<file path="src/rtl/bsc_pkg.sv">
// Purpose: Shared constants, operation codes and state types for the bit, skip,
//          call and clear execution block.
// Assumes: The decoder ahead of this block maps each instruction onto one bsc_op_t code.
// Notes:   Every width, reset value and cycle count used by more than one file lives here.
package bsc_pkg;

    // ------------------------------------------------------------------
    // Widths of the data path
    // ------------------------------------------------------------------
    localparam int unsigned BSC_DATA_W  = 8;   // File register and accumulator width.
    localparam int unsigned BSC_ADDR_W  = 6;   // File register address, 0 to 63.
    localparam int unsigned BSC_BIT_W   = 3;   // Bit position, 0 to 7.
    localparam int unsigned BSC_IMM_W   = 10;  // Call immediate, program counter bits 9 to 0.
    localparam int unsigned BSC_PAGE_W  = 2;   // Page select bits, program counter bits 11 and 10.
    localparam int unsigned BSC_PC_W    = BSC_IMM_W + BSC_PAGE_W;

    // ------------------------------------------------------------------
    // Fixed values
    // ------------------------------------------------------------------
    localparam logic [BSC_DATA_W-1:0] BSC_ZERO_BYTE  = 8'h00;  // Value written by the clears.
    localparam logic [BSC_PC_W-1:0]   BSC_PC_STEP    = 12'h001; // Return address offset.
    localparam logic [3:0]            BSC_NIB_LIMIT  = 4'h9;   // Largest decimal digit.
    localparam logic [BSC_DATA_W:0]   BSC_LO_FIX     = 9'h006; // Low digit correction.
    localparam logic [BSC_DATA_W:0]   BSC_HI_FIX     = 9'h060; // High digit correction.

    // ------------------------------------------------------------------
    // Cycle counts
    // ------------------------------------------------------------------
    localparam int unsigned BSC_CYC_SINGLE = 1;  // Plain instructions and untaken skips.
    localparam int unsigned BSC_CYC_DOUBLE = 2;  // Call and taken skips.

    // ------------------------------------------------------------------
    // Operation codes handed over by the decoder
    // ------------------------------------------------------------------
    typedef enum logic [3:0] {
        BSC_OP_NONE       = 4'h0,
        BSC_OP_BIT_CLEAR  = 4'h1,  // bit_clear_op
        BSC_OP_BIT_SET    = 4'h2,  // bit_set_op
        BSC_OP_SKIP_ZERO  = 4'h3,  // test_skip_if_zero_op
        BSC_OP_SKIP_ONE   = 4'h4,  // test_skip_if_one_op
        BSC_OP_CALL       = 4'h5,  // Subroutine call.
        BSC_OP_CLR_ACCUM  = 4'h6,  // clear_accum_op
        BSC_OP_CLR_FILE   = 4'h7,  // clear_file_reg_op
        BSC_OP_WDT_CLEAR  = 4'h8,  // watchdog_clear_op
        BSC_OP_COMPLEMENT = 4'h9,  // complement_op
        BSC_OP_DEC_ADJUST = 4'hA   // decimal_adjust_add_op
    } bsc_op_t;

    // ------------------------------------------------------------------
    // Sequencer states, one-hot
    // ------------------------------------------------------------------
    typedef enum logic [2:0] {
        BSC_ST_EXEC = 3'b001,  // Ready to take an instruction.
        BSC_ST_CALL = 3'b010,  // Second cycle of a call.
        BSC_ST_NOP  = 3'b100   // Substituted no-operation of a taken skip.
    } bsc_state_t;

    // ------------------------------------------------------------------
    // Complete registered state of the execution block
    // ------------------------------------------------------------------
    typedef struct packed {
        bsc_state_t            st;
        logic                  rf_we;
        logic [BSC_ADDR_W-1:0] rf_addr;
        logic [BSC_DATA_W-1:0] rf_wdata;
        logic                  acc_we;
        logic [BSC_DATA_W-1:0] acc_wdata;
        logic                  z_we;
        logic                  z_val;
        logic                  c_we;
        logic                  c_val;
        logic                  stk_push;
        logic [BSC_PC_W-1:0]   stk_data;
        logic                  pc_load;
        logic [BSC_PC_W-1:0]   pc_target;
        logic                  flush;
        logic                  pc_adv;
        logic                  wdt_clr;
        logic                  presc_clr;
        logic                  flags_set;
    } bsc_regs_t;

    localparam bsc_regs_t BSC_REGS_RST = '{
        st:        BSC_ST_EXEC,
        rf_addr:   '0,
        rf_wdata:  '0,
        acc_wdata: '0,
        stk_data:  '0,
        pc_target: '0,
        default:   1'b0
    };

endpackage : bsc_pkg

</file>
<file path="src/rtl/bsc_dec_adjust.sv">
// Purpose: Packed decimal correction of the accumulator after an addition.
// Assumes: Carry and digit carry are those left by the preceding addition.
// Notes:   Purely combinational; the caller registers the result.
`timescale 1ns/1ps
module bsc_dec_adjust
    import bsc_pkg::*;
(
    input  wire logic [BSC_DATA_W-1:0] i_acc,     // Binary sum to correct.
    input  wire logic                  i_carry,   // Carry from the addition.
    input  wire logic                  i_dcarry,  // Digit carry from the addition.
    output logic      [BSC_DATA_W-1:0] o_result,  // Packed decimal value.
    output logic                       o_carry    // Decimal carry out.
);

    logic              lo_fix;
    logic              hi_fix;
    logic [BSC_DATA_W:0] step1;
    logic [BSC_DATA_W:0] step2;

    // ------------------------------------------------------------------
    // Two-step correction
    // ------------------------------------------------------------------
    // The low digit is fixed first because its +6 can push the high digit over nine.
    always_comb begin
        lo_fix   = i_dcarry | (i_acc[3:0] > BSC_NIB_LIMIT);
        step1    = {1'b0, i_acc} + (lo_fix ? BSC_LO_FIX : '0);
        hi_fix   = i_carry | step1[BSC_DATA_W] | (step1[7:4] > BSC_NIB_LIMIT);
        step2    = step1 + (hi_fix ? BSC_HI_FIX : '0);
        o_result = step2[BSC_DATA_W-1:0];
        o_carry  = hi_fix;  // A carried high digit means the decimal sum passed 99.
    end

endmodule : bsc_dec_adjust

</file>
<file path="src/rtl/bsc_exec.sv">
// Purpose: Execution logic for bit clear and set, bit test and skip, subroutine call,
//          accumulator and register clear, watchdog clear, complement and decimal adjust.
// Assumes: The register file presents the addressed register on i_rd_data in the same
//          cycle as i_valid; the core stalls fetch while o_ready is low.
// Notes:   All effects are one-cycle strobes registered one edge after the instruction
//          is taken, or two edges after for o_pc_advance of a taken skip, so the core sees clean flop outputs at its write ports.
//
// Behaviour
// - Bit clear zeroes chosen bit, flags untouched.
// - Bit set forces chosen bit, flags untouched.
// - Skip-if-zero discards next instruction when bit clear.
// - Skip-if-one discards next instruction when bit set.
// - Call pushes return address, takes two cycles.
// - Call target is page bits plus immediate.
// - Accumulator clear writes zero, sets zero flag.
// - Register clear writes zero, sets zero flag.
// - Watchdog clear resets counter and assigned prescaler.
// - Watchdog clear sets timeout and powerdown flags.
// - Complement inverts register, destination selectable, zero flag.
// - Decimal adjust corrects accumulator, changes only carry.
// - Page select bits supply upper program counter.
`timescale 1ns/1ps
module bsc_exec
    import bsc_pkg::*;
#(
    parameter int unsigned P_DATA_W = BSC_DATA_W,  // File register width.
    parameter int unsigned P_ADDR_W = BSC_ADDR_W,  // File register address width.
    parameter int unsigned P_IMM_W  = BSC_IMM_W    // Call immediate width.
) (
    input  wire logic                  i_clk,         // Core instruction clock.
    input  wire logic                  i_rst_n,       // Asynchronous reset, active low.

    // Instruction from the decoder.
    input  wire logic                  i_valid,       // Instruction present.
    input  wire bsc_op_t               i_op,          // Decoded operation.
    input  wire logic [BSC_ADDR_W-1:0] i_reg_addr,    // File register address.
    input  wire logic [BSC_BIT_W-1:0]  i_bit_pos,     // Bit position.
    input  wire logic                  i_dest_file,   // Destination select, 1 = register.
    input  wire logic [BSC_IMM_W-1:0]  i_imm,         // Call immediate.
    output logic                       o_ready,       // Instruction can be taken.

    // Core state read by the block.
    input  wire logic [BSC_DATA_W-1:0] i_rd_data,     // Addressed register contents.
    input  wire logic [BSC_DATA_W-1:0] i_accumulator, // Current accumulator.
    input  wire logic                  i_carry,       // Current carry flag.
    input  wire logic                  i_dcarry,      // Current digit carry flag.
    input  wire logic [BSC_PC_W-1:0]   i_program_counter, // Address of this instruction.
    input  wire logic [BSC_PAGE_W-1:0] i_page_select_bits, // Program page select.
    input  wire logic                  i_presc_to_wdt, // Prescaler assigned to watchdog.

    // Register file write port.
    output logic                       o_rf_we,       // Register write strobe.
    output logic      [BSC_ADDR_W-1:0] o_rf_addr,     // Register write address.
    output logic      [BSC_DATA_W-1:0] o_rf_wdata,    // Register write data.

    // Accumulator and flags.
    output logic                       o_acc_we,      // Accumulator write strobe.
    output logic      [BSC_DATA_W-1:0] o_acc_wdata,   // Accumulator write data.
    output logic                       o_zero_we,     // Zero flag write strobe.
    output logic                       o_zero_flag,   // Zero flag value.
    output logic                       o_carry_we,    // Carry flag write strobe.
    output logic                       o_carry_flag,  // Carry flag value.

    // Stack and program counter.
    output logic                       o_stk_push,    // Push strobe.
    output logic      [BSC_PC_W-1:0]   o_stk_data,    // Return address to push.
    output logic                       o_pc_load,     // Load program counter.
    output logic      [BSC_PC_W-1:0]   o_pc_target,   // New program counter.
    output logic                       o_flush,       // Discard prefetched instruction.
    output logic                       o_pc_advance,  // No-operation cycle, advance only.

    // Watchdog.
    output logic                       o_wdt_clear,   // Clear watchdog_counter.
    output logic                       o_presc_clear, // Clear shared prescaler.
    output logic                       o_timeout_flag_set,   // Set timeout_flag.
    output logic                       o_powerdown_flag_set  // Set powerdown_flag.
);

    // ------------------------------------------------------------------
    // Elaboration checks
    // ------------------------------------------------------------------
    // The state struct is built from the package widths, so other widths cannot be served.
    if (P_DATA_W != BSC_DATA_W || P_ADDR_W != BSC_ADDR_W || P_IMM_W != BSC_IMM_W) begin : g_chk
        $error("bsc_exec: widths must match the package widths");
    end

    // ------------------------------------------------------------------
    // Helper functions
    // ------------------------------------------------------------------
    // One-hot mask for a bit position.
    function automatic logic [BSC_DATA_W-1:0] bit_mask(input logic [BSC_BIT_W-1:0] pos);
        logic [BSC_DATA_W-1:0] m;
        m      = '0;
        m[pos] = 1'b1;
        return m;
    endfunction : bit_mask

    // Zero test used for the zero flag.
    function automatic logic is_zero(input logic [BSC_DATA_W-1:0] v);
        return (v == BSC_ZERO_BYTE);
    endfunction : is_zero

    // Skip decision shared by both test codes.
    function automatic logic skip_hit(input logic on_one, input logic bit_val);
        return (bit_val == on_one);
    endfunction : skip_hit

    // ------------------------------------------------------------------
    // Signals
    // ------------------------------------------------------------------
    bsc_regs_t             r_q;
    bsc_regs_t             r_d;
    logic                  take;
    logic                  tested_bit;
    logic [BSC_DATA_W-1:0] comp_val;
    logic [BSC_DATA_W-1:0] daa_val;
    logic                  daa_carry;

    // ------------------------------------------------------------------
    // Decimal correction datapath
    // ------------------------------------------------------------------
    bsc_dec_adjust u_dec_adjust (
        .i_acc    (i_accumulator),
        .i_carry  (i_carry),
        .i_dcarry (i_dcarry),
        .o_result (daa_val),
        .o_carry  (daa_carry)
    );

    // Instructions are only taken while no second cycle is pending.
    assign o_ready    = (r_q.st == BSC_ST_EXEC);
    assign take       = i_valid & o_ready;
    assign tested_bit = i_rd_data[i_bit_pos];
    assign comp_val   = ~i_rd_data;

    // ------------------------------------------------------------------
    // Next state
    // ------------------------------------------------------------------
    // Strobes default to low so every effect lasts exactly one cycle.
    always_comb begin
        r_d           = r_q;
        r_d.rf_we     = 1'b0;
        r_d.acc_we    = 1'b0;
        r_d.z_we      = 1'b0;
        r_d.c_we      = 1'b0;
        r_d.stk_push  = 1'b0;
        r_d.pc_load   = 1'b0;
        r_d.flush     = 1'b0;
        r_d.pc_adv    = 1'b0;
        r_d.wdt_clr   = 1'b0;
        r_d.presc_clr = 1'b0;
        r_d.flags_set = 1'b0;

        // Only the ready state takes an instruction.
        unique case (r_q.st)
            BSC_ST_EXEC: begin
                if (take) begin
                    unique case (i_op)
                        BSC_OP_BIT_CLEAR: begin
                            r_d.rf_we    = 1'b1;
                            r_d.rf_addr  = i_reg_addr;
                            r_d.rf_wdata = i_rd_data & ~bit_mask(i_bit_pos);
                        end

                        BSC_OP_BIT_SET: begin
                            r_d.rf_we    = 1'b1;
                            r_d.rf_addr  = i_reg_addr;
                            r_d.rf_wdata = i_rd_data | bit_mask(i_bit_pos);
                        end

                        BSC_OP_SKIP_ZERO: begin
                            if (skip_hit(1'b0, tested_bit)) begin
                                r_d.flush = 1'b1;
                                r_d.st    = BSC_ST_NOP;
                            end
                        end

                        BSC_OP_SKIP_ONE: begin
                            if (skip_hit(1'b1, tested_bit)) begin
                                r_d.flush = 1'b1;
                                r_d.st    = BSC_ST_NOP;
                            end
                        end

                        BSC_OP_CALL: begin
                            r_d.stk_push  = 1'b1;
                            r_d.stk_data  = i_program_counter + BSC_PC_STEP;
                            r_d.pc_load   = 1'b1;
                            r_d.flush     = 1'b1;
                            // Upper bits come from the page select, not the old counter.
                            r_d.pc_target = {i_page_select_bits, i_imm};
                            r_d.st        = BSC_ST_CALL;
                        end

                        BSC_OP_CLR_ACCUM: begin
                            r_d.acc_we    = 1'b1;
                            r_d.acc_wdata = BSC_ZERO_BYTE;
                            r_d.z_we      = 1'b1;
                            r_d.z_val     = 1'b1;
                        end

                        BSC_OP_CLR_FILE: begin
                            r_d.rf_we    = 1'b1;
                            r_d.rf_addr  = i_reg_addr;
                            r_d.rf_wdata = BSC_ZERO_BYTE;
                            r_d.z_we     = 1'b1;
                            r_d.z_val    = 1'b1;
                        end

                        BSC_OP_WDT_CLEAR: begin
                            r_d.wdt_clr   = 1'b1;
                            // Timer0 keeps its prescaler when it owns it.
                            r_d.presc_clr = i_presc_to_wdt;
                            r_d.flags_set = 1'b1;
                        end

                        BSC_OP_COMPLEMENT: begin
                            r_d.z_we  = 1'b1;
                            r_d.z_val = is_zero(comp_val);
                            if (i_dest_file) begin
                                r_d.rf_we    = 1'b1;
                                r_d.rf_addr  = i_reg_addr;
                                r_d.rf_wdata = comp_val;
                            end else begin
                                r_d.acc_we    = 1'b1;
                                r_d.acc_wdata = comp_val;
                            end
                        end

                        BSC_OP_DEC_ADJUST: begin
                            r_d.acc_we    = 1'b1;
                            r_d.acc_wdata = daa_val;
                            r_d.c_we      = 1'b1;
                            r_d.c_val     = daa_carry;
                        end

                        default: begin
                            // Codes outside this group belong to other units.
                        end
                    endcase
                end
            end

            BSC_ST_CALL: begin
                // Target fetch cycle; nothing else moves.
                r_d.st = BSC_ST_EXEC;
            end

            BSC_ST_NOP: begin
                // All write strobes stay low, only the counter steps on.
                r_d.pc_adv = 1'b1;
                r_d.st     = BSC_ST_EXEC;
            end

            default: begin
                // An illegal one-hot code returns to the ready state.
                r_d.st = BSC_ST_EXEC;
            end
        endcase
    end

    // ------------------------------------------------------------------
    // State register
    // ------------------------------------------------------------------
    always_ff @(posedge i_clk or negedge i_rst_n) begin
        if (!i_rst_n) begin
            r_q <= BSC_REGS_RST;
        end else begin
            r_q <= r_d;
        end
    end

    // ------------------------------------------------------------------
    // Outputs, all straight from flops
    // ------------------------------------------------------------------
    assign o_rf_we              = r_q.rf_we;
    assign o_rf_addr            = r_q.rf_addr;
    assign o_rf_wdata           = r_q.rf_wdata;

    // Accumulator and flag writes; only strobed flags move in the core.
    assign o_acc_we             = r_q.acc_we;
    assign o_acc_wdata          = r_q.acc_wdata;
    assign o_zero_we            = r_q.z_we;
    assign o_zero_flag          = r_q.z_val;
    assign o_carry_we           = r_q.c_we;
    assign o_carry_flag         = r_q.c_val;

    // Stack push and program counter redirect.
    assign o_stk_push           = r_q.stk_push;
    assign o_stk_data           = r_q.stk_data;
    assign o_pc_load            = r_q.pc_load;
    assign o_pc_target          = r_q.pc_target;
    assign o_flush              = r_q.flush;
    assign o_pc_advance         = r_q.pc_adv;

    // Watchdog strobes.
    assign o_wdt_clear          = r_q.wdt_clr;
    assign o_presc_clear        = r_q.presc_clr;
    assign o_timeout_flag_set   = r_q.flags_set;   // Both status flags set together.
    assign o_powerdown_flag_set = r_q.flags_set;

endmodule : bsc_exec

</file>
<file path="config.mk">
export PLATFORM = sky130hd
export DESIGN_NAME = bsc_exec
export DESIGN_NICKNAME = d
export VERILOG_FILES = /design/src/rtl/bsc_pkg.sv /design/src/rtl/bsc_dec_adjust.sv /design/src/rtl/bsc_exec.sv
export SDC_FILE = /design/constraint.sdc
export NUM_CORES = 1
export LEC_CHECK = 0
export BUFFER_PORTS_ARGS = -buffer_cell sky130_fd_sc_hd__buf_4
export CAP_MARGIN = 10
export CORE_MARGIN = 4
export CORE_UTILIZATION = 30
export CTS_BUF_LIST = sky130_fd_sc_hd__clkbuf_4 sky130_fd_sc_hd__clkbuf_8
export DETAILED_ROUTE_END_ITERATION = 12
export PLACE_DENSITY_LB_ADDON = 0.15
export SETUP_SLACK_MARGIN = 0.15
export SYNTH_ARGS = -nofsm -noshare
export SYNTH_HDL_FRONTEND = slang
export SYNTH_HIERARCHICAL = 1
export SYNTH_SLANG_ARGS = --single-unit
</file>
<file path="constraint.sdc">
create_clock -name i_clk -period 1.95 [get_ports i_clk]
set_input_delay 0.2925 -clock i_clk [delete_from_list [all_inputs] [get_ports i_clk]]
set_output_delay 0.2925 -clock i_clk [all_outputs]
set_load 0.01 [all_outputs]
</file>
Word level (Yosys, flattened, before mapping)
Cells that the tools add are included.
Word-level totals
  bits in registers: 62
  bits of input ports: 60
  output and inout bits: 61
  word-level logic and storage cells: 90
Cells by class
  add/sub/neg operators: 3
  order comparisons: 4
  eq/ne operators: 18
  mux-type cells: 26
  bitwise gates (word level): 8
  reduce and logical (&&, ||, !) cells: 12
Operators with widths (number)
  $pmux 15 s4: 1
  $mux 58: 1
  $mux 55: 1
  $pmux 9 s3: 1
  $mux 26: 1
  $mux 3: 7
  $eq 4x3->1 const B: 4
  $not 8->8: 2
  $mux 15: 1
  $add 12x1->12 const B: 1
  $eq 4x4->1 const B: 3
  $reduce_and 4->1: 3
  $add 8x3->9: 1
  $mux 9: 1
  $pmux 3 s3: 1
  $reduce_and 3->1: 3
  $add 8x8->8: 1
  $and 8x8->8: 1
  $eq 4x2->1 const B: 2
  $gt 4x4->1 const B: 2
  $logic_not 8->1: 1
  $or 8x8->8: 1
  $mux 7: 1
  $ne 3x3->1 const B: 2
  21 further kinds: 28

Longest topological paths before layout
Gate-level depths: netlist of the first run.
  word-level depth: 11
  gate-level depth with buffers: 15
  gate-level depth less buffers: 15

Modules after synthesis
Netlist of the first run, hierarchy kept.
By module, submodules not included
  bsc_exec: instances 1, cells an instance 325, area an instance 3296.9 um^2, seq. area each 1502.7 um^2
  bsc_dec_adjust: instances 1, cells an instance 31, area an instance 262.8 um^2, seq. area each 0.0 um^2

Worst setup path before layout of the first run
Ideal clock, no wire load.
  path type: input -> register
  from: input i_accumulator[2]
  to: register r_q (netlist bit o_acc_wdata[7])
  setup time: 125 ps
  data arrival time: 2838 ps
  required time: 1825 ps
  path slack: -1013 ps
  stages on the path: 15
  buffers on the path: 0
  path through: o21ai_0 nand2b_1 ha_1 fa_1 nor2b_1 mux2_4 a32o_1 ha_1 inv_1 fa_1 xnor2_1 xnor2_1 nand2_1 o21ai_0 mux2_2
On the way
  word-level cells in the longest chain between the ends: 9
  elaborated cells on any way between the ends: 10
  classes of those cells: 2 x add/sub; 2 x order compare; 3 x mux; 3 x bitwise
RTL lines
  start, declared: line bsc_exec.sv:44  | input wire logic [BSC_DATA_W-1:0] i_accumulator,
  $gt 4x4->1: line bsc_dec_adjust.sv:25  | lo_fix = i_dcarry | (i_acc[3:0] > BSC_NIB_LIMIT);
  $or 1x1->1: line bsc_dec_adjust.sv:25
  $mux 3: line bsc_dec_adjust.sv:26  | step1 = {1'b0, i_acc} + (lo_fix ? BSC_LO_FIX : '0);
  $add 8x3->9 (*): line bsc_dec_adjust.sv:26
  $gt 4x4->1 / $or 1x1->1 (equally long branches): line bsc_dec_adjust.sv:27  | hi_fix = i_carry | step1[BSC_DATA_W] | (step1[7:4] > BSC_NIB_LIMIT);
  $or 1x1->1 (*): line bsc_dec_adjust.sv:27
  net daa_carry: line bsc_exec.sv:117  | logic daa_carry;
  $mux 7 (*): line bsc_dec_adjust.sv:28  | step2 = step1 + (hi_fix ? BSC_HI_FIX : '0);
  $add 8x8->8 (*): line bsc_dec_adjust.sv:28
  net daa_val[7]: line bsc_exec.sv:116  | logic [BSC_DATA_W-1:0] daa_val;
  $pmux 9 s3 (*): line bsc_exec.sv:158  | unique case (i_op)
  end signal, assigned: line bsc_exec.sv:269  | r_q <= r_d;
  end, declared: line bsc_exec.sv:111  | bsc_regs_t r_q;
Mark *: on every way through the listed nets, which the timed path passes. The rest lies on a longest branch.
A chain may end at the register's enable or synchronous reset.

Worst setup path after layout of the first run
Ends and elaborated chain as after synthesis.

==> results of run 1 <==
==> critical path, cell delays in order <==
cell and delay [ns]:
buf_6 0.09, o21ai_2 0.11, nand2b_1 0.08, ha_2 0.19
fa_2 0.36, nor2b_4 0.14, mux2_4 0.26, a32o_2 0.27
ha_4 0.16, inv_2 0.04, fa_2 0.20, xnor2_2 0.12
xnor2_1 0.09, nand2_1 0.06, o21ai_1 0.05, mux2_2 0.25
==> report_power, final <==
part           internal, uW  leakage (uW)  total [uW]  switching (uW)
Combinational           553       0.00142        1000             450
Sequential             1440      0.000783        1540             105
Clock                   725      0.000106        1280             551
Total                  2710       0.00231        3820            1110
==> layout make-up <==
class	instances	area, um^2	area share [%]
multi-input combinational	220	1640	34.6
sequential	60	1500	31.8
timing repair buffer	148	1150	24.3
tap	143	179	3.78
clock buffer	9	124	2.62
clock inverter	7	101	2.14
inverter	9	35.0	0.741
==> per-layer routing <==
metal | wire length (um) | share of wire [%]
met5 | 0 | 0
met4 | 182 | 2.0
met3 | 510 | 5.6
met2 | 4500 | 49
met1 | 3960 | 43
==> through the flow <==
stage	instances	setup WS (ns)	TNS (ns)	utilization, %
global placement	573	-1.01	-3.09	37.9
global route	596	-0.693	-1.91	41.1
CTS	592	-0.572	-1.39	40.6
floorplan	356	-0.909	-2.49	-
detailed placement	573	-1.10	-3.42	37.9
finish	596	-0.597	-1.62	41.1
==> cells by family (layout without fill, tap and decap cells) <==
| kind of cell | count (synthesis) | count (layout) | synth area share (%) |
|---|---|---|---|
| flops | 60 | 60 | 42.2 |
| mux | 36 | 36 | 11.8 |
| buf+inv | 76 | 173 | 14.4 |
| compound gates | 41 | 41 | 7.31 |
| simple gates | 120 | 120 | 17.6 |
| fa+ha+maj | 6 | 6 | 2.53 |
| xor+xnor | 17 | 17 | 4.18 |
==> layout by cell type (no fill, tap or decap), types with 7 or more instances in the layout <==
cell type	instances
buf_4	142
nand2_1	63
dfrtp_1	59
mux2_2	22
o21ai_0	12
mux2i_1	9
xnor2_1	9
clkbuf_8	9
o22ai_1	8
o21ai_1	8
nand3_1	7
==> what timing repair did <==
| item | 4_1_cts | 5_1_grt |
|---|---|---|
| hold buffers | 0 | 0 |
| setup endpoints to repair | 4 | 24 |
| pin swaps | 4 | 2 |
| resized for setup | 13 | 6 |
| setup buffers | 3 | 4 |
==> how the worst min path moves through the flow <==
stage | from | slack [ns] | end | cells past startpoint
global route | i_rst_n | 0.09 | o_stk_data[6] | 1
finish | i_rst_n | 0.01 | o_stk_data[5] | 1
detailed placement | i_rst_n | 0.44 | o_stk_data[5] | 1
global placement | i_rst_n | 0.43 | o_stk_data[6] | 1
CTS | i_rst_n | 0.03 | o_stk_data[5] | 1
floorplan | i_rst_n | -0.003 | o_acc_wdata[0] | 0
==> state kept, by name, indices dropped and copies added, names as in the netlist <==
name	flops
o_acc_wdata	8
r_q	3
o_rf_wdata	8
o_rf_addr	6
o_rf_we	1
o_presc_clear	1
o_powerdown_flag_set	1
o_pc_load	1
o_acc_we	1
o_carry_we	1
o_stk_data	12
o_zero_flag	1
o_pc_advance	1
o_flush	1
o_zero_we	1
o_carry_flag	1
o_pc_target	12
==> impl_metrics.json, run 1 <==
{
  "status": "complete, but fails checks",
  "violations": "setup timing",
  "die_w_um": 117,
  "tritoncts": "done",
  "finClkSkew_ns": 0.00708,
  "synthDistinctLibCells": 53,
  "routed_wirelength_um": 9150,
  "drt-pass1-iter-count": 4,
  "die_area_um2": 13700,
  "synthTopCellsByCount": "63 x nand2_1, 59 x dfrtp_1, 51 x buf_4",
  "synthTopCellsByArea": "dfrtp_1 41%, buf_4 11%, mux2_2 7.6%, nand2_1 6.6%, xnor2_1 2.7%",
  "ant_nets": 0,
  "max_freq_mhz": 393,
  "vias_per_cell": 4.63,
  "syn-num-nets": 422,
  "root_buffer": "clkbuf_8",
  "placed_cell_area_um2": 4370,
  "synth_edf_count": 0,
  "grt_setup_unrepaired": "yes",
  "reg2reg_to": "o_rf_addr[3]",
  "synthToLayoutAreaGrowth_pct": 32.8,
  "yosys.area.top_type": "dfrtp_1",
  "wire_per_inst_um": 15.4,
  "synth_top_flop_cell": "dfrtp_1",
  "dp_hpwl_um": 6660,
  "ys_seq_area_share_pct": 42.2,
  "dieHeight_um": 117,
  "ctsLongestPathBuffers": 2,
  "syn_avg_cell_area_um2": 10.0,
  "post-route-period-util_pct": 131,
  "period_needed_ns": 2.55,
  "setup_ws_ns": -0.597,
  "grt.overflow.total": 0,
  "grt_pass1_vias": 2851,
  "powerDensity_nw_per_um2": 808,
  "met1_usage_pct": 17.3,
  "fin_nets": 514,
  "grtUsageTotal_pct": 13.7,
  "async_reset_ff_share_pct": 100,
  "slew_viol_final": 0,
  "gp_congestion": 0.757,
  "core_area_um2": 11500,
  "r2r-start": "r_q[59]",
  "crit_arrival_ns": 2.79,
  "synth.cell_area_um2": 3560,
  "cts-htree-levels": 3,
  "route.detailed.drc": 0,
  "hold_viol": 0,
  "use_met3_pct": 3.65,
  "busiest_layer": "met2",
  "synth_seq_cells": 60,
  "synth_cells": 356,
  "cp_max_fo": 3,
  "fin_hold_ws_ns": 0.0133,
  "yosysMostFrequentCell": "nand2_1",
  "hp-class": "input pin to async pin",
  "max_cap_viol_count": 0,
  "critPathLaunch": "i_accumulator[2]",
  "worstSetupPathType": "input pin to flop",
  "p_leak_uw": 0.00231,
  "cp-start-kind": "input pin",
  "cts_buffers": 9,
  "final.fill_count": 1169,
  "drt_iter0_drc": 141,
  "crit_path_end": "o_acc_wdata[7]",
  "worst_setup_path_end_kind": "flop",
  "total_power_uw": 3820,
  "start_util_pct": 30.9,
  "max-vdd-ir-drop_mv": 0.509,
  "grt_pass1_wl_um": 14300,
  "num_vias": 2759,
  "tightest_slew_ns": 0.793,
  "rrSetupSlack_ns": 0.31,
  "numPortBuffers": 120,
  "finalInstanceArea_um2": 4730,
  "drive_gt1_share_pct": 47.7,
  "row_count": 39,
  "grt_use_met2_pct": 21.8,
  "clk_latency_ns": 0.35,
  "io_pins": 121,
  "rr_worst_depth": 5,
  "cts_num_sinks": 60,
  "slew_headroom_pct": 47.1,
  "cp.required_ns": 2.19,
  "grt_max_degree": 61,
  "antenna_found_initial": 0,
  "yosysTopAreaCellShare_pct": 41.5,
  "finalSetupViolCount": 4,
  "diodes": 0,
  "yosys_warnings": 6,
  "path_clk_slew_ns": 0.08
}
No activity file was read; power rests on OpenSTA's default activity.
==> run 2: changes to the inputs <==
--- a/config.mk
+++ b/config.mk
@@ -15,5 +15,4 @@
 export SETUP_SLACK_MARGIN = 0.15
 export SYNTH_ARGS = -nofsm -noshare
 export SYNTH_HDL_FRONTEND = slang
-export SYNTH_HIERARCHICAL = 1
 export SYNTH_SLANG_ARGS = --single-unit
==> impl_metrics.json, run 2 <==
{
  "status": "complete, but fails checks",
  "violations": "setup timing",
  "finalInstanceArea_um2": 4770,
  "fin_nets": 493,
  "p_seq_share_pct": 40.7,
  "dp.cells": 555,
  "die_area_um2": 13800,
  "worst_setup_path_end_kind": "flop",
  "max_stage_delay_ns": 0.34,
  "worstSetupPathType": "input pin to flop",
  "period_needed_ns": 2.50,
  "multiInputGateArea_um2": 1670,
  "cp.required_ns": 2.21,
  "switching_share_pct": 28.0,
  "final_core_util_pct": 41.3,
  "yosys_warnings": 0,
  "ff_latch_area_um2": 1500,
  "ys_seq_area_share_pct": 41.7,
  "p_sw_uw": 1100,
  "synth_edf_count": 0,
  "max_cap_viol_count": 0,
  "yosysMostFrequentCell": "dfrtp_1",
  "hold_viol": 0,
  "gp_congestion": 0.833,
  "syn_avg_cell_area_um2": 10.9,
  "ctsLongestPathBuffers": 2,
  "grt_pass1_wl_um": 14600,
  "drt_iter0_drc": 61,
  "combPwrFrac_pct": 28.6,
  "hp-class": "input pin to flop",
  "p_leak_uw": 0.00229,
  "cp_max_fo": 4,
  "reg2reg_to": "o_pc_target[2]",
  "crit_slowest_cell": "fa_2",
  "post-route-period-util_pct": 128,
  "min_path_cells": 2,
  "max-vdd-ir-drop_mv": 0.327,
  "start_util_pct": 31.1,
  "async_reset_ff_share_pct": 100,
  "numPortBuffers": 120,
  "tightest_slew_ns": 0.497,
  "crit_arrival_ns": 2.76,
  "drive_gt1_share_pct": 51.4,
  "diodes": 0,
  "cts_buffers": 9,
  "rr_worst_depth": 5,
  "final_common_cell": "buf_4",
  "slew_headroom_pct": 66.7,
  "antenna_found_initial": 0,
  "clk_latency_ns": 0.34,
  "synth.cell_area_um2": 3600,
  "yosysTopAreaCellShare_pct": 41.0,
  "synth_seq_cells": 60,
  "critPathLaunch": "i_accumulator[2]",
  "synthToLayoutAreaGrowth_pct": 32.6,
  "dieHeight_um": 118,
  "p_int_uw": 2840,
  "grtUsageTotal_pct": 13.0,
  "ant_nets": 0,
  "vias_per_cell": 4.72,
  "wire_per_inst_um": 15.3,
  "synthTopCellsByArea": "dfrtp_1 41%, buf_4 11%, mux2_2 6.9%, mux2_4 3.8%, xor2_1 2.7%",
  "dp_hpwl_um": 6720,
  "grt.overflow.total": 0,
  "final.fill_count": 1118,
  "route.detailed.drc": 0,
  "fin_cells": 575,
  "synth_top_flop_cell": "dfrtp_1",
  "path_clk_slew_ns": 0.07,
  "placed_cell_area_um2": 4490,
  "drt-pass1-iter-count": 4,
  "syn-num-nets": 397,
  "rrSetupSlack_ns": 0.23,
  "grt_pass1_vias": 2854,
  "slew_viol_final": 0,
  "synth_cells": 331,
  "final_cell_mix": "143 x buf_4, 59 x dfrtp_1, 21 x mux2_2",
  "cp-start-kind": "input pin",
  "cts_num_sinks": 60,
  "die_w_um": 118,
  "cts-htree-levels": 3,
  "tritoncts": "done",
  "fin_hold_ws_ns": 0.160,
  "finalSetupViolCount": 3,
  "setup_ws_ns": -0.546,
  "core_area_um2": 11600,
  "row_count": 39,
  "routed_wirelength_um": 8780,
  "synthDistinctLibCells": 56,
  "r2r-start": "r_q[59]",
  "grt_max_degree": 38,
  "crit_path_end": "o_acc_wdata[7]",
  "grt_setup_unrepaired": "yes",
  "pwr-share-clk_pct": 30.7,
  "finClkSkew_ns": 0.00726,
  "io_pins": 121,
  "crit_path_cell_trace": "buf_6 > o21ai_2 > nand2b_1 > ha_2 > inv_2 > fa_2 > and3b_2 > o311a_1 > o221ai_2 > ha_2 > fa_2 > nand2b_4 > a221oi_2 > a21oi_1 > a31oi_1",
  "synthTopCellsByCount": "59 x dfrtp_1, 51 x buf_4, 22 x mux2_2",
  "num_vias": 2714,
  "max_freq_mhz": 401,
  "root_buffer": "clkbuf_8",
  "yosys.area.top_type": "dfrtp_1",
  "powerDensity_nw_per_um2": 825
}
[run 2: how the worst min path moves through the flow]
stage	from	endpoint
floorplan	i_rst_n	o_acc_wdata[0]
global placement	i_rst_n	o_acc_wdata[3]
detailed placement	i_rst_n	o_acc_wdata[2]
CTS	i_program_counter[0]	o_stk_data[0]
global route	i_program_counter[0]	o_stk_data[0]
finish	i_program_counter[0]	o_stk_data[0]
[run 2: worst max-delay path, delay by kind of cell]
family,cells,cell delay [ns]
compound gates,6,0.75
buf+inv,2,0.11
simple gates,3,0.53
fa+ha+maj,4,1.07
[run 2: logic make-up after synthesis]
logic type	count (synthesis)	synth area share, %
and+or+nand+nor	77	13.5
AOI/OAI and AO/OA	59	10.7
buffers and inverters	73	13.8
DFF	60	41.7
adders and majority gates	6	2.50
xor gates and xnor gates	14	3.41
muxes	42	14.4
[run 2: per-layer routing]
metal	track usage [%]	up-vias	routed length [um]
met1	16.6	1306	3940
met2	20.8	78	4180
met3	3.99	12	496
li1	-	1318	-
met4	5.13	0	155
met5	0	-	0
[run 2: final cells by class]
class | count | share of cell area (%)
multi-input combinational | 198 | 35.0
sequential | 60 | 31.5
timing repair buffer | 150 | 24.7
clock buffer | 15 | 3.80
tap | 143 | 3.75
clock inverter | 1 | 0.629
inverter | 8 | 0.629
[run 2: what timing repair did]
item	4_1_cts	5_1_grt
setup buffers	3	0
gates cloned	0	0
hold endpoints to repair	29	0
setup endpoints to repair	5	8
resized for setup	8	1
pin swaps	8	3
hold buffers	1	0
[run 2: power groups by stage]
stage | Combinational, uW | Sequential [uW] | Clock [uW]
after CTS | 1150 | 1600 | 1250
after detailed placement | 1130 | 1620 | 0
after global routing | 1240 | 1630 | 1310
final | 1130 | 1600 | 1210
after floorplan | 814 | 1590 | 0
after global placement | 1110 | 1620 | 0
[run 2: per-stage QoR]
step | TNS, ns | setup slack (ns) | total power (uW)
after global placement | -2.34 | -0.901 | 2730
after CTS | -0.980 | -0.541 | 4000
after detailed placement | -2.66 | -1.01 | 2750
after global routing | -1.36 | -0.712 | 4180
after floorplan | -1.94 | -0.883 | 2400
final | -1.01 | -0.546 | 3940
==> run 3: changes to the inputs <==
--- a/config.mk
+++ b/config.mk
@@ -11,6 +11,7 @@
 export CORE_UTILIZATION = 30
 export CTS_BUF_LIST = sky130_fd_sc_hd__clkbuf_4 sky130_fd_sc_hd__clkbuf_8
 export DETAILED_ROUTE_END_ITERATION = 12
+export GPL_TIMING_DRIVEN = 0
 export PLACE_DENSITY_LB_ADDON = 0.15
 export SETUP_SLACK_MARGIN = 0.15
 export SYNTH_ARGS = -nofsm -noshare
==> impl_metrics.json, run 3 (synthesis gave the netlist of run 2 again) <==
{
  "die_area_um2": 13800,
  "grt_pass1_vias": 3092,
  "start_util_pct": 31.1,
  "finClkSkew_ns": 0.00836,
  "slew_headroom_pct": 48.4,
  "vias_per_cell": 4.62,
  "max_cap_viol_count": 0,
  "final_common_cell": "buf_4",
  "io_pins": 121,
  "routed_wirelength_um": 9300,
  "ff_latch_area_um2": 1500,
  "numPortBuffers": 117,
  "powerDensity_nw_per_um2": 813,
  "dp_hpwl_um": 6850,
  "p_seq_share_pct": 37.9,
  "switching_share_pct": 28.2,
  "grtUsageTotal_pct": 13.9,
  "post-route-period-util_pct": 137,
  "fin_cells": 621,
  "final.fill_count": 1120,
  "multiInputGateArea_um2": 1760,
  "p_leak_uw": 0.00253,
  "gp_congestion": 0.771,
  "worst_setup_path_end_kind": "flop",
  "slew_viol_final": 0,
  "grt.overflow.total": 0,
  "root_buffer": "clkbuf_8",
  "grt_pass1_wl_um": 15600,
  "row_count": 39,
  "pwr-share-clk_pct": 27.5,
  "tightest_slew_ns": 0.774,
  "combPwrFrac_pct": 34.6,
  "postCtsHoldBufs": 0,
  "p_int_uw": 3020,
  "p_sw_uw": 1180,
  "rrSetupSlack_ns": 0.20,
  "crit_arrival_ns": 2.93,
  "die_w_um": 118,
  "antenna_found_initial": 0,
  "synthToLayoutAreaGrowth_pct": 43.7,
  "wire_per_inst_um": 15.0,
  "grt_max_degree": 61,
  "worstSetupPathType": "input pin to flop",
  "finalSetupViolCount": 4,
  "cts-htree-levels": 3,
  "grt_setup_unrepaired": "yes",
  "period_needed_ns": 2.68,
  "cp.required_ns": 2.20,
  "drive_gt1_share_pct": 56.9,
  "tns_ns": -1.45,
  "cts_num_sinks": 60,
  "final_cell_mix": "178 x buf_4, 59 x dfrtp_1, 21 x mux2_2",
  "diodes": 0,
  "route.detailed.drc": 0,
  "status": "complete, but fails checks",
  "drt_iter0_drc": 96,
  "core_area_um2": 11600,
  "fin_nets": 539,
  "max-vdd-ir-drop_mv": 0.324,
  "setup_ws_ns": -0.727,
  "drt-pass1-iter-count": 4,
  "ctsLongestPathBuffers": 2,
  "fin_hold_ws_ns": 0.0173,
  "path_clk_slew_ns": 0.07,
  "hold_viol": 0,
  "dieHeight_um": 118,
  "max_freq_mhz": 374,
  "ant_nets": 0,
  "cts_buffers": 9,
  "dp.cells": 591,
  "tritoncts": "done",
  "hp-class": "input pin to async pin",
  "cp-start-kind": "input pin",
  "cp_max_fo": 4,
  "clk_latency_ns": 0.34,
  "num_vias": 2868,
  "violations": "setup timing"
}
## run 3: area by class of cell
type / count / area share (%)
multi-input cells: 198 / 34.1
clock buffers: 12 / 2.95
clock inverters: 4 / 0.943
plain buffers: 65 / 9.41
flip-flops and latches: 60 / 29.0
inverters: 8 / 0.580
well taps: 143 / 3.46
repair buffers: 131 / 19.5
## run 3: stage by stage
stage	power, uW	utilization (%)	area (um^2)	worst slack [ns]
after floorplan	2400	-	3650	-0.883
after global placement	2990	40.7	4710	-1.17
after detailed placement	3020	40.7	4710	-1.24
after CTS	4260	44.0	5090	-0.695
after global routing	4480	44.7	5170	-0.880
final	4210	44.7	5170	-0.727
## run 3: critical path, cell delays in order
cell and delay [ns]:
buf_6 0.10, o21ai_2 0.11, nand2b_1 0.10, ha_2 0.21
inv_2 0.05, fa_2 0.21, and3b_1 0.19, clkbuf_8 0.15
buf_6 0.12, o21ai_4 0.15, o221ai_4 0.15, ha_4 0.19
fa_2 0.33, nand2b_4 0.14, a221oi_2 0.21, a21oi_1 0.06
a31oi_1 0.17
## run 3: worst paths after layout
kind / end / start / depth (start not counted)
worst min-delay path: o_acc_wdata[2] / i_rst_n / 1
max in group asynchronous: o_rf_addr[0] / i_rst_n / 1
worst max register to register: o_acc_wdata[2] / r_q[59] / 5
min in group i_clk: o_stk_data[0] / i_program_counter[0] / 2
worst min register to register: o_stk_data[11] / o_stk_data[11] / 2
worst max-delay path: o_acc_wdata[7] / i_accumulator[1] / 17
## run 3: routing by layer
metal / global-route usage (%) / vias to the layer above / part of all wire, % / wire length (um)
met1: 17.7 / 1363 / 45 / 4160
met3: 3.17 / 13 / 4.2 / 393
met2: 22.8 / 76 / 49 / 4570
li1: - / 1416 / - / -
met5: 0 / - / 0 / 0
met4: 5.49 / 0 / 1.9 / 176
## run 3: repair_timing
item                       in CTS  in global routing
buffers inserted               11                  3
setup endpoints to repair      41                 31
pin swaps                      10                 11
resized for setup              16                 17
hold endpoints to repair        0                  0
## run 3: power by group through the flow
stage | sequential (uW) | combinational, uW | clock [uW]
after floorplan | 1590 | 814 | 0
after global placement | 1610 | 1380 | 0
after detailed placement | 1620 | 1400 | 0
after CTS | 1590 | 1450 | 1210
after global routing | 1620 | 1590 | 1270
final | 1590 | 1450 | 1160
